<file path="src/include/els_pkg.sv">
// Constants, field layouts and types for the process-login link service responder.
// Assumes payloads move as 32-bit words with byte 0 in bits 31-24.
package els_pkg;

  localparam logic [7:0]  TPLS_CMD      = 8'h23;
  localparam logic [7:0]  ACC_CMD       = 8'h02;
  localparam logic [7:0]  OBS_COMPAT    = 8'h10;
  localparam logic [15:0] PAYLOAD_LEN   = 16'h0014;
  localparam logic [7:0]  ALL_TYPES     = 8'h00;
  localparam logic [3:0]  RSP_EXECUTED  = 4'h1;
  localparam logic [3:0]  RSP_NO_RECIP  = 4'h4;
  localparam logic [2:0]  HDR_IDX       = 3'h0;
  localparam logic [2:0]  PAGE_W0_IDX   = 3'h1;
  localparam logic [2:0]  PAGE_W3_IDX   = 3'h4;
  localparam logic [2:0]  IDX_STEP      = 3'h1;
  localparam int          FIFO_DEPTH    = 4;

  // Word 0 of a request or accept payload.
  typedef struct packed {
    logic [7:0]  cmd;
    logic [7:0]  obsolete;
    logic [15:0] len;
  } hdr_word_t;

  // Word 0 of a response page.
  typedef struct packed {
    logic [7:0] type_code;
    logic [7:0] type_ext;
    logic [3:0] rsvd_hi;
    logic [3:0] rsp_code;
    logic [7:0] rsvd_lo;
  } page_w0_t;

  // Word 3 of a test-login-state response page.
  typedef struct packed {
    logic [30:0] rsvd;
    logic        pair_state;
  } page_w3_t;

  typedef struct packed {
    logic [31:0] data;
    logic        last;
    logic        reject;
  } reply_word_t;

  typedef enum logic [1:0] {
    K_TPLS_ACC,
    K_LOGOUT_ACC,
    K_REJECT
  } reply_kind_t;

endpackage : els_pkg

</file>
<file path="src/logic/els_responder.sv">
// Responder for the test-login-state request and builder of the logout accept payload.
// Assumes request words arrive on a valid/ready stream with a last marker, and that the
// image pair lookup answers combinationally for the page being received.
`timescale 1ns/10ps
`default_nettype none
// Function
// - A logout page type byte of zero covers all upper-layer types, any other value names one type.
// - The logout accept page carries a four-bit result code in word 0 bits 11-8, 0001b meaning executed.
// - Code 0100b is returned when the exchange recipient does not exist, and the requester must not retry.
// - The type code extension byte of the logout accept page is reserved and carries no meaning.
// - On a test-login-state request the port checks each supplied page against its established pairs; here only one page is accepted.
// - The obsolete byte of word 0 in the request and its accept is always sent as 10h.
// - Every test-login-state request gets exactly one reply, a reject or an accept.
// - The accept starts with 02h in byte 0 and a 16-bit length of 20 in bytes 2-3 of word 0.
// - Each accept response page carries result code 0001b in word 0 bits 11-8.
// - Word 3 bit 0 of the accept page reports the pair state and the other word 3 bits are reserved.
// - The pair state bit is one when the pair is established and zero when not.
module els_responder
  import els_pkg::*;
#(
  parameter logic [7:0] REJECT_CMD = 8'h01
) (
  input  wire logic        clk,
  input  wire logic        resetn,
  input  wire logic        rx_valid,
  input  wire logic [31:0] rx_data,
  input  wire logic        rx_last,
  output var  logic        rx_ready,
  input  wire logic        image_pair_established,
  input  wire logic        logout_start,
  input  wire logic [7:0]  logout_type,
  input  wire logic        recipient_missing,
  output var  logic        logout_pending,
  output var  logic        tx_valid,
  output var  reply_word_t tx_word,
  input  wire logic        tx_ready
);

  typedef enum logic [1:0] {S_IDLE, S_RX, S_DRAIN, S_TX} state_t;

  state_t      state, next_state;
  reply_kind_t kind, next_kind;
  logic [2:0]  cnt, next_cnt;
  logic [2:0]  idx, next_idx;
  logic        bad, next_bad;
  logic        est, next_est;
  logic [7:0]  type_q, next_type_q;
  logic [3:0]  code_q, next_code_q;
  logic        next_rx_ready;
  logic        next_logout_pending;
  logic        rx_fire;
  logic        push;
  logic        fifo_ready;
  reply_word_t push_word;
  hdr_word_t   rx_hdr;

  function automatic logic [31:0] build_word(reply_kind_t k, logic [2:0] i, logic [7:0] t,
                                             logic [3:0] c, logic st, logic [7:0] rj);
    hdr_word_t h;
    page_w0_t  p0;
    page_w3_t  p3;
    h  = '0;
    p0 = '0;
    p3 = '0;
    if (k == K_REJECT)
    begin
      h.cmd = rj;
      return h;
    end
    if (i == HDR_IDX)
    begin
      h.cmd      = ACC_CMD;
      h.obsolete = OBS_COMPAT;
      h.len      = PAYLOAD_LEN;
      return h;
    end
    if (i == PAGE_W0_IDX)
    begin
      if (k == K_LOGOUT_ACC)
      begin
        p0.type_code = t;
        p0.type_ext  = '0;
        p0.rsp_code  = c;
      end
      else
      begin
        p0.rsp_code  = RSP_EXECUTED;
      end
      return p0;
    end
    if (i == PAGE_W3_IDX && k == K_TPLS_ACC)
    begin
      p3.pair_state = st;
      return p3;
    end
    // Obsolete and reserved words go out as zero.
    return '0;
  endfunction : build_word

  assign rx_hdr  = rx_data;
  assign rx_fire = rx_valid && rx_ready;
  assign push    = (state == S_TX) && fifo_ready;

  always_comb
  begin
    push_word.data   = build_word(kind, idx, type_q, code_q, est, REJECT_CMD);
    push_word.reject = (kind == K_REJECT);
    push_word.last   = (kind == K_REJECT) || (idx == PAGE_W3_IDX);
  end

  always_comb
  begin
    next_state          = state;
    next_kind           = kind;
    next_cnt            = cnt;
    next_idx            = idx;
    next_bad            = bad;
    next_est            = est;
    next_type_q         = type_q;
    next_code_q         = code_q;
    next_logout_pending = logout_pending || logout_start;
    case (state)
      S_IDLE:
      begin
        if (rx_fire)
        begin
          // The obsolete byte is not checked on reception.
          next_bad = (rx_hdr.cmd != TPLS_CMD) || (rx_hdr.len != PAYLOAD_LEN);
          next_cnt = HDR_IDX + IDX_STEP;
          if (rx_last)
          begin
            next_kind  = K_REJECT;
            next_idx   = HDR_IDX;
            next_state = S_TX;
          end
          else
          begin
            next_state = S_RX;
          end
        end
        else if (logout_pending)
        begin
          next_kind           = K_LOGOUT_ACC;
          next_type_q         = logout_type;
          next_code_q         = recipient_missing ? RSP_NO_RECIP : RSP_EXECUTED;
          next_idx            = HDR_IDX;
          next_logout_pending = logout_start;
          next_state          = S_TX;
        end
      end
      S_RX:
      begin
        if (rx_fire)
        begin
          next_cnt = cnt + IDX_STEP;
          if (cnt == PAGE_W3_IDX)
          begin
            next_est = image_pair_established;
          end
          if (rx_last)
          begin
            next_kind  = (bad || cnt != PAGE_W3_IDX) ? K_REJECT : K_TPLS_ACC;
            next_idx   = HDR_IDX;
            next_state = S_TX;
          end
          else if (cnt == PAGE_W3_IDX)
          begin
            // Words beyond the one page allowed by the length make the payload malformed.
            next_bad   = 1'b1;
            next_state = S_DRAIN;
          end
        end
      end
      S_DRAIN:
      begin
        if (rx_fire && rx_last)
        begin
          next_kind  = K_REJECT;
          next_idx   = HDR_IDX;
          next_state = S_TX;
        end
      end
      S_TX:
      begin
        if (push)
        begin
          if (push_word.last)
          begin
            next_state = S_IDLE;
          end
          else
          begin
            next_idx = idx + IDX_STEP;
          end
        end
      end
      default:
      begin
        next_state = S_IDLE;
      end
    endcase
    // New requests are held off while a reply is being queued, so each gets one answer.
    next_rx_ready = (next_state != S_TX);
  end

  always_ff @(posedge clk or negedge resetn)
  begin
    if (!resetn)
    begin
      state          <= S_IDLE;
      kind           <= K_REJECT;
      cnt            <= HDR_IDX;
      idx            <= HDR_IDX;
      bad            <= 1'b0;
      est            <= 1'b0;
      type_q         <= ALL_TYPES;
      code_q         <= RSP_EXECUTED;
      rx_ready       <= 1'b0;
      logout_pending <= 1'b0;
    end
    else
    begin
      state          <= next_state;
      kind           <= next_kind;
      cnt            <= next_cnt;
      idx            <= next_idx;
      bad            <= next_bad;
      est            <= next_est;
      type_q         <= next_type_q;
      code_q         <= next_code_q;
      rx_ready       <= next_rx_ready;
      logout_pending <= next_logout_pending;
    end
  end

  word_fifo #(
    .WIDTH ($bits(reply_word_t)),
    .DEPTH (FIFO_DEPTH)
  ) u_reply_fifo (
    .clk       (clk),
    .resetn    (resetn),
    .in_valid  (state == S_TX),
    .in_data   (push_word),
    .in_ready  (fifo_ready),
    .out_valid (tx_valid),
    .out_data  (tx_word),
    .out_ready (tx_ready)
  );

  // Marks the first word of each outgoing reply.
  logic tx_first;
  always_ff @(posedge clk or negedge resetn)
  begin
    if (!resetn)
    begin
      tx_first <= 1'b1;
    end
    else if (tx_valid && tx_ready)
    begin
      tx_first <= tx_word.last;
    end
  end
endmodule : els_responder
`default_nettype wire

</file>
<file path="src/logic/word_fifo.sv">
// Shift-register FIFO with valid/ready on both sides and registered outputs.
// Assumes the drain side may hold out_ready low for any time.
`timescale 1ns/10ps
`default_nettype none
module word_fifo #(
  parameter int WIDTH = 32,
  parameter int DEPTH = 4
) (
  input  wire logic             clk,
  input  wire logic             resetn,
  input  wire logic             in_valid,
  input  wire logic [WIDTH-1:0] in_data,
  output var  logic             in_ready,
  output var  logic             out_valid,
  output var  logic [WIDTH-1:0] out_data,
  input  wire logic             out_ready
);

  logic [WIDTH-1:0] mem      [DEPTH];
  logic [WIDTH-1:0] next_mem [DEPTH];
  logic [DEPTH-1:0] vld;
  logic [DEPTH-1:0] next_vld;
  logic             next_in_ready;

  // The head always sits in entry 0, so the outputs come straight from flops.
  always_comb
  begin
    logic placed;
    placed   = 1'b0;
    next_mem = mem;
    next_vld = vld;
    if (vld[0] && out_ready)
    begin
      for (int i = 0; i < DEPTH - 1; i++)
      begin
        next_mem[i] = mem[i+1];
        next_vld[i] = vld[i+1];
      end
      next_vld[DEPTH-1] = 1'b0;
    end
    if (in_valid && in_ready)
    begin
      for (int i = 0; i < DEPTH; i++)
      begin
        if (!placed && !next_vld[i])
        begin
          next_mem[i] = in_data;
          next_vld[i] = 1'b1;
          placed      = 1'b1;
        end
      end
    end
    next_in_ready = !next_vld[DEPTH-1];
  end

  always_ff @(posedge clk or negedge resetn)
  begin
    if (!resetn)
    begin
      for (int i = 0; i < DEPTH; i++)
      begin
        mem[i] <= '0;
      end
      vld      <= '0;
      in_ready <= 1'b0;
    end
    else
    begin
      mem      <= next_mem;
      vld      <= next_vld;
      in_ready <= next_in_ready;
    end
  end

  assign out_valid = vld[0];
  assign out_data  = mem[0];

endmodule : word_fifo
`default_nettype wire
</file>
<file path="config.mk">
export PLATFORM = sky130hd
export DESIGN_NAME = els_responder
export DESIGN_NICKNAME = d
export VERILOG_FILES = /design/src/include/els_pkg.sv /design/src/logic/els_responder.sv /design/src/logic/word_fifo.sv
export SDC_FILE = /design/constraint.sdc
export NUM_CORES = 1
export LEC_CHECK = 0
export BUFFER_PORTS_ARGS = -buffer_cell sky130_fd_sc_hd__buf_2
export CORE_AREA = 3 3 132 134
export DETAILED_ROUTE_END_ITERATION = 12
export DIE_AREA = 0 0 135 137
export PLACE_DENSITY = 0.76
export RECOVER_POWER = 50
export SETUP_SLACK_MARGIN = 0.15
export SLEW_MARGIN = 20
export SYNTH_ARGS = -nofsm -noshare
export SYNTH_HDL_FRONTEND = slang
export SYNTH_HIERARCHICAL = 1
export SYNTH_SLANG_ARGS = --single-unit
</file>
<file path="constraint.sdc">
create_clock -name clk -period 3.2 [get_ports clk]
set_input_delay 0.32 -clock clk [delete_from_list [all_inputs] [get_ports clk]]
set_output_delay 0.32 -clock clk [all_outputs]
set_load 0.05 [all_outputs]
</file>
==> impl_metrics.py, run 1 <==
metrics = {
    "place": {
        "io_buffer_count": 76,
        "pre_cts_ws_ns": 0.9363,
        "dpl.hpwl_um": 10510,
        "gp_congestion": 0.7773,
    },
    "synthesis": {
        "synth_area_leader_cell": "dfrtp_1",
        "synth_top_area_share_pct": 47.39,
        "syn_area_um2": 8607,
        "synth_ff_type": "dfrtp_1",
        "synth_edf_count": 0,
        "yosys_warnings": 6,
        "yosysSeqAreaShare_pct": 48.00,
        "yosysUniqueCellTypes": 56,
        "synth-async-reset-ratio_pct": 100.0,
        "synth_area_leaders": "dfrtp_1 (47%), mux2_2 (16%), mux2_4 (10%)",
        "synth.avg_cell_area_um2": 13.77,
        "ys_ff_latch": 165,
        "syn_inst": 625,
    },
    "critical_path": {
        "r2r_cells": 5,
        "worstSetupPathType": "reg2reg",
        "r2r-end": "u_reply_fifo/mem[101]",
        "startpoint_type": "flop",
        "reg2reg_from": "state[1]",
        "end_kind": "flop",
        "arrival_ns": 2.62,
        "worstPathRequired_ns": 3.50,
        "critical_path.max_fanout": 12,
        "r2r_slack_ns": 0.88,
    },
    "timing": {
        "rsz0062_at_grt": "false",
        "max_freq_mhz": 430.3,
        "layout_min_cycle_time_ns": 2.324,
        "skew_ns": 0.007783,
        "setup_viol": 0,
        "worst_slew_pin_slew_ns": 1.656,
        "tns_ns": 0,
        "max_slew_margin_pct": -10.37,
        "period_share_pct": 72.63,
        "drv_slew": 66,
        "hold_ws_ns": 0.04909,
        "finalHoldViolCount": 0,
        "layout_setup_ws_ns": 0.8759,
    },
    "layout": {
        "fin_util_pct": 59.41,
        "antennaDiodeCount": 0,
        "syn_to_final_growth_pct": 13.24,
        "drive_above_1_share_pct": 37.52,
        "fin_nets": 794,
    },
    "floorplanning": {
        "die_area_um2": 18500,
        "ios": 85,
        "fp-row-count": 47,
        "start_util_pct": 52.46,
        "core-area_um2": 16410,
        "dieWidth_um": 135,
        "dieHeight_um": 137,
    },
    "routing": {
        "wl_met2_um": 7910,
        "finalWirelength_um": 15700,
        "drt_iter0_markers": 207,
        "wl_per_cell_um": 16.20,
        "ant_nets": 0,
        "highest_layer": "met4",
        "vias_per_cell": 5.173,
        "met1Wirelength_um": 7054,
        "vias": 5013,
        "route.met3.wl_um": 580,
        "drc": 0,
        "firstDrtPassIters": 4,
    },
    "global_route": {
        "grt_antenna_before_repair": 0,
        "grt_pass1_wl_um": 26750,
        "grt_max_degree": 77,
        "grt_pass1_vias": 5419,
        "overflow": 0,
        "grt_usage_pct": 18.29,
    },
    "clocking": {
        "cts_resized": 0,
        "cts.sinks": 165,
        "clockBufferDepth": 2,
        "numCtsBuffers": 17,
        "cts_max_level": 4,
        "clk_pin_slew_ns": 0.06,
        "cts-root-buf": "clkbuf_16",
        "cts_tree": "built",
        "postCtsSetupBuffers": 0,
        "cts-hold-fix-buffers": 1,
        "clk_latency_ns": 0.42,
    },
    "flow_run": {
        "cap_violations": 1,
    },
    "worst_hold_path": {
        "hold_depth": 2,
        "hold_class": "in2reg",
        "holdPathEnd": "code_q[0]",
        "hold_path_startpoint": "recipient_missing",
    },
    "pwr": {
        "power_leakage_uw": 0.004955,
        "power_density_nw_per_um2": 886.4,
        "p_total_uw": 8639,
        "ir_worst_vdd_mv": 0.5633,
    },
    "status": {
        "violations": "max-capacitance violations, max-slew violations",
        "status": "complete, but fails checks",
    },
}
-- per-layer routing --
metal,track usage [%],vias up
met5,0,-
li1,-,2361
met2,31.38,90
met3,4.081,15
met4,5.207,0
met1,23.44,2547
-- power breakdown --
group / internal (uW) / switching [uW]
Clock: 1320 / 793
Combinational: 1560 / 1790
Sequential: 2760 / 413
-- through the flow --
step / area [um2] / cells
after floorplan: 8874 / 696
after global placement: 9171 / 937
after detailed placement: 9171 / 937
after CTS: 9801 / 969
after global routing: 9747 / 969
final: 9747 / 969
-- synthesized netlist by cell type (all sizes together) (2+ instances only) --
cell type	number
a2bb2oi	2
a31oi	3
nor4	3
inv	11
dfstp	2
mux2i	2
a21oi	8
nor3b	3
and2	10
a22o	3
o2111ai	2
nor3	3
dfrtp	163
o21a	2
nand2b	6
nor4b	5
buf	64
nand2	17
clkbuf	3
nor2	12
o22ai	2
mux2	250
a21o	4
o21ai	8
nand3	9
ha	9
-- area by class of cell --
| class | count | area (um2) |
|---|---|---|
| fill | 1299 | 6660 |
| multi-input combinational | 453 | 4222 |
| sequential | 165 | 4131 |
| clock buffer | 23 | 498.0 |
| timing repair buffer | 89 | 457.9 |
| tap | 220 | 275.3 |
| clock inverter | 8 | 121.4 |
| inverter | 11 | 41.29 |
-- worst max-delay path, cell delays in order (launching register included) --
cell       delay [ns]
dfrtp_1          0.44
ha_1             0.23
clkbuf_1         0.48
o2111ai_4        0.36
buf_4            0.33
mux2_1           0.34
-- placed cells by master (no fill, tap or decap), types with 9 or more instances in the layout --
cell / instances
dfrtp_1: 163
mux2_2: 125
conb_1: 72
mux2_1: 65
mux2_4: 60
buf_2: 42
clkbuf_1: 35
clkbuf_16: 17
nand2_1: 16
nor2_1: 12
inv_1: 10
ha_1: 9
-- state kept, by name (all words and copies together) (netlist names), 2 cells and up --
| signal | count |
|---|---|
| code_q | 2 |
| u_reply_fifo/out_data | 34 |
| u_reply_fifo/vld | 4 |
| type_q | 8 |
| cnt | 3 |
| state | 2 |
| kind | 2 |
| u_reply_fifo/mem | 102 |
| idx | 3 |
-- worst max path at each step --
stage,from,end
2_1_floorplan,u_reply_fifo/vld[0],u_reply_fifo/mem[100]
3_3_place_gp,state[1],u_reply_fifo/mem[11]
3_5_place_dp,state[1],u_reply_fifo/mem[8]
4_1_cts,state[1],u_reply_fifo/mem[19]
5_1_grt,resetn,u_reply_fifo/mem[4]
6_report,state[1],u_reply_fifo/mem[101]
-- cells by family after synthesis --
family,after synthesis,synth area share [%]
DFF,165,48.00
buffers and inverters,78,6.207
other,1,0.04357
muxes,252,35.56
AOI/OAI and AO/OA,43,3.794
xor gates and xnor gates,2,0.2036
adders and majority gates,9,1.308
and+or+nand+nor,75,4.885
Power figures use the tool's default switching activity.
==> inputs of run 2 (changes only) <==
--- a/config.mk
+++ b/config.mk
@@ -9,7 +9,7 @@
 export CORE_AREA = 3 3 132 134
 export DETAILED_ROUTE_END_ITERATION = 12
 export DIE_AREA = 0 0 135 137
-export PLACE_DENSITY = 0.76
+export PLACE_DENSITY = 0.78
 export RECOVER_POWER = 50
 export SETUP_SLACK_MARGIN = 0.15
 export SLEW_MARGIN = 20
==> constraint.sdc (replaced) <==
create_clock -name clk -period 1.9 [get_ports clk]
set_input_delay 0.19 -clock clk [delete_from_list [all_inputs] [get_ports clk]]
set_output_delay 0.19 -clock clk [all_outputs]
set_load 0.05 [all_outputs]
==> run 2 against run 1 <==
The run now ends clean. Core utilization rose by 4.5 points. Design area rose by 7.5%. Flip-flop and latch count did not move. Clock-buffer cell count fell by 5. Non-clock buffer count rose by 40. Highest routed layer unchanged. Power rose by 82%. Global-route usage rose by 0.95 points. Largest power group unchanged. Critical path depth rose by 1. Worst hold slack improved by 0.10 ns. Via count rose by 4.9%. Clock skew fell by 0.0024 ns. Critical path type unchanged.
==> impl_metrics.py, run 2 (synthesized netlist as in run 1, its figures left out) <==
metrics = {
    "status": {
        "status": "finished, final reports clean",
    },
    "layout": {
        "largest_register": "u_reply_fifo/mem",
        "antennaDiodeCount": 0,
        "syn_to_final_growth_pct": 21.76,
        "fin_util_pct": 63.88,
        "fin_nets": 834,
        "drive_above_1_share_pct": 46.08,
        "final_common_cell": "dfrtp_1",
        "layout_common_cells": "dfrtp_1 (158), mux2_2 (123), mux2_4 (72), conb_1 (72), buf_2 (59)",
        "largest_reg_flops": 102,
    },
    "global_route": {
        "grt_antenna_before_repair": 0,
        "overflow": 0,
        "grt_max_degree": 51,
        "grt_pass1_vias": 5670,
        "grt_usage_pct": 19.24,
        "grt_pass1_wl_um": 27710,
    },
    "pwr": {
        "power_density_nw_per_um2": 1498,
        "ir_worst_vdd_mv": 1.102,
        "power_leakage_uw": 0.005339,
    },
    "timing": {
        "max_freq_mhz": 566.0,
        "hold_ws_ns": 0.1507,
        "skew_ns": 0.005347,
        "period_share_pct": 92.98,
        "layout_min_cycle_time_ns": 1.767,
        "drv_slew": 0,
        "setup_viol": 0,
        "rsz0062_at_grt": "true",
        "finalHoldViolCount": 0,
        "max_slew_margin_pct": 20.47,
        "worst_slew_pin_slew_ns": 1.193,
    },
    "routing": {
        "finalWirelength_um": 17770,
        "drt_iter0_markers": 171,
        "drc": 0,
        "firstDrtPassIters": 4,
        "vias": 5258,
        "wl_per_cell_um": 17.59,
        "ant_nets": 0,
        "vias_per_cell": 5.206,
    },
    "critical_path": {
        "worstSetupPathType": "reg2reg",
        "worstPathCellList": "ha_4, and4_4, buf_6, nand3_4, clkbuf_16, mux2_1",
        "critical-path-slowest-cell": "dfrtp_2",
        "critical_path.max_fanout": 10,
        "startpoint_type": "flop",
        "arrival_ns": 2.08,
        "end_kind": "flop",
        "cpPeakStageDelay_ns": 0.44,
        "worstPathRequired_ns": 2.21,
    },
    "place": {
        "io_buffer_count": 76,
        "gp_congestion": 0.8140,
        "dpl.hpwl_um": 11100,
    },
    "flow_run": {
        "cap_violations": 0,
    },
    "floorplanning": {
        "fp-row-count": 47,
        "dieWidth_um": 135,
        "core-area_um2": 16410,
        "dieHeight_um": 137,
        "die_area_um2": 18500,
        "ios": 85,
        "start_util_pct": 52.46,
    },
    "clocking": {
        "cts.sinks": 165,
        "clk_latency_ns": 0.43,
        "clk_pin_slew_ns": 0.06,
        "cts_tree": "built",
        "clockBufferDepth": 2,
        "cts-root-buf": "clkbuf_16",
        "cts_max_level": 4,
        "numCtsBuffers": 17,
    },
    "worst_hold_path": {
        "hold_class": "in2reg",
    },
}
[run 2: cell count changes in the layout (fill, tap and decap cells not counted), sizes merged, moves of 2 or more]
cell         before  now
buf              52   95
clkinv            4    6
dlygate4sd3       1   12
inv              11   13
clkbuf           59   40
[run 2: per-stage QoR]
stage	cells	setup TNS, ns	area [um2]	worst slack (ns)	power [uW]
global route	1010	0	10480	0.07118	16540
finish	1010	0	10480	0.1333	15700
floorplan	696	0	8936	0.04562	10300
CTS	1002	0	10210	0.1409	15220
global placement	954	-2.304	9419	-0.09779	11120
detailed placement	954	-3.792	9419	-0.1597	11460
[run 2: report_power, final]
part	internal [uW]	switching (uW)	total, uW
clock	2190	1410	3600
combinational	3330	3400	6720
sequential	4650	718	5370
total	10200	5530	15700
[run 2: path summary, 6_finish.rpt]
kind,endpoint,slack [ns],depth (start not counted),from
worst max-delay path,u_reply_fifo/mem[22],0.13,6,state[1]
worst min-delay path,cnt[0],0.15,4,rx_valid
worst max register to register,u_reply_fifo/mem[22],0.13,6,state[1]
worst min register to register,u_reply_fifo/mem[16],0.49,1,u_reply_fifo/mem[16]
max in group asynchronous,u_reply_fifo/mem[58],0.30,3,resetn
min in group asynchronous,u_reply_fifo/mem[76],0.53,2,resetn
[run 2: cell type report]
class	count	area, um2
tap	220	275.3
timing repair buffer	129	1006
multi-input combinational	453	4408
clock buffer	18	429.2
fill	1186	5927
inverter	11	41.29
clock inverter	14	182.7
sequential	165	4138
[run 2: what timing repair did]
item | 4_1_cts | 5_1_grt
setup buffers | 4 | 3
pin swaps | 3 | 6
setup endpoints to repair | 90 | 103
endpoints found under the hold margin | 52 | 0
hold buffers | 12 | 0
resized for setup | 9 | 39
cloned | 0 | 5
[run 2: routing by layer]
layer	wire, um	global-route usage, %	vias up
met5	0	0	-
met4	295	6.775	0
met3	566	4.522	17
li1	-	-	2439
met2	9436	34.27	110
met1	7471	22.88	2692
[run 2: critical path, delay by kind of cell (launching register included)]
kind / cells / cell delay [ns]
adders and majority gates: 1 / 0.18
buffers and inverters: 2 / 0.33
DFF: 1 / 0.44
muxes: 1 / 0.32
and+or+nand+nor: 2 / 0.38
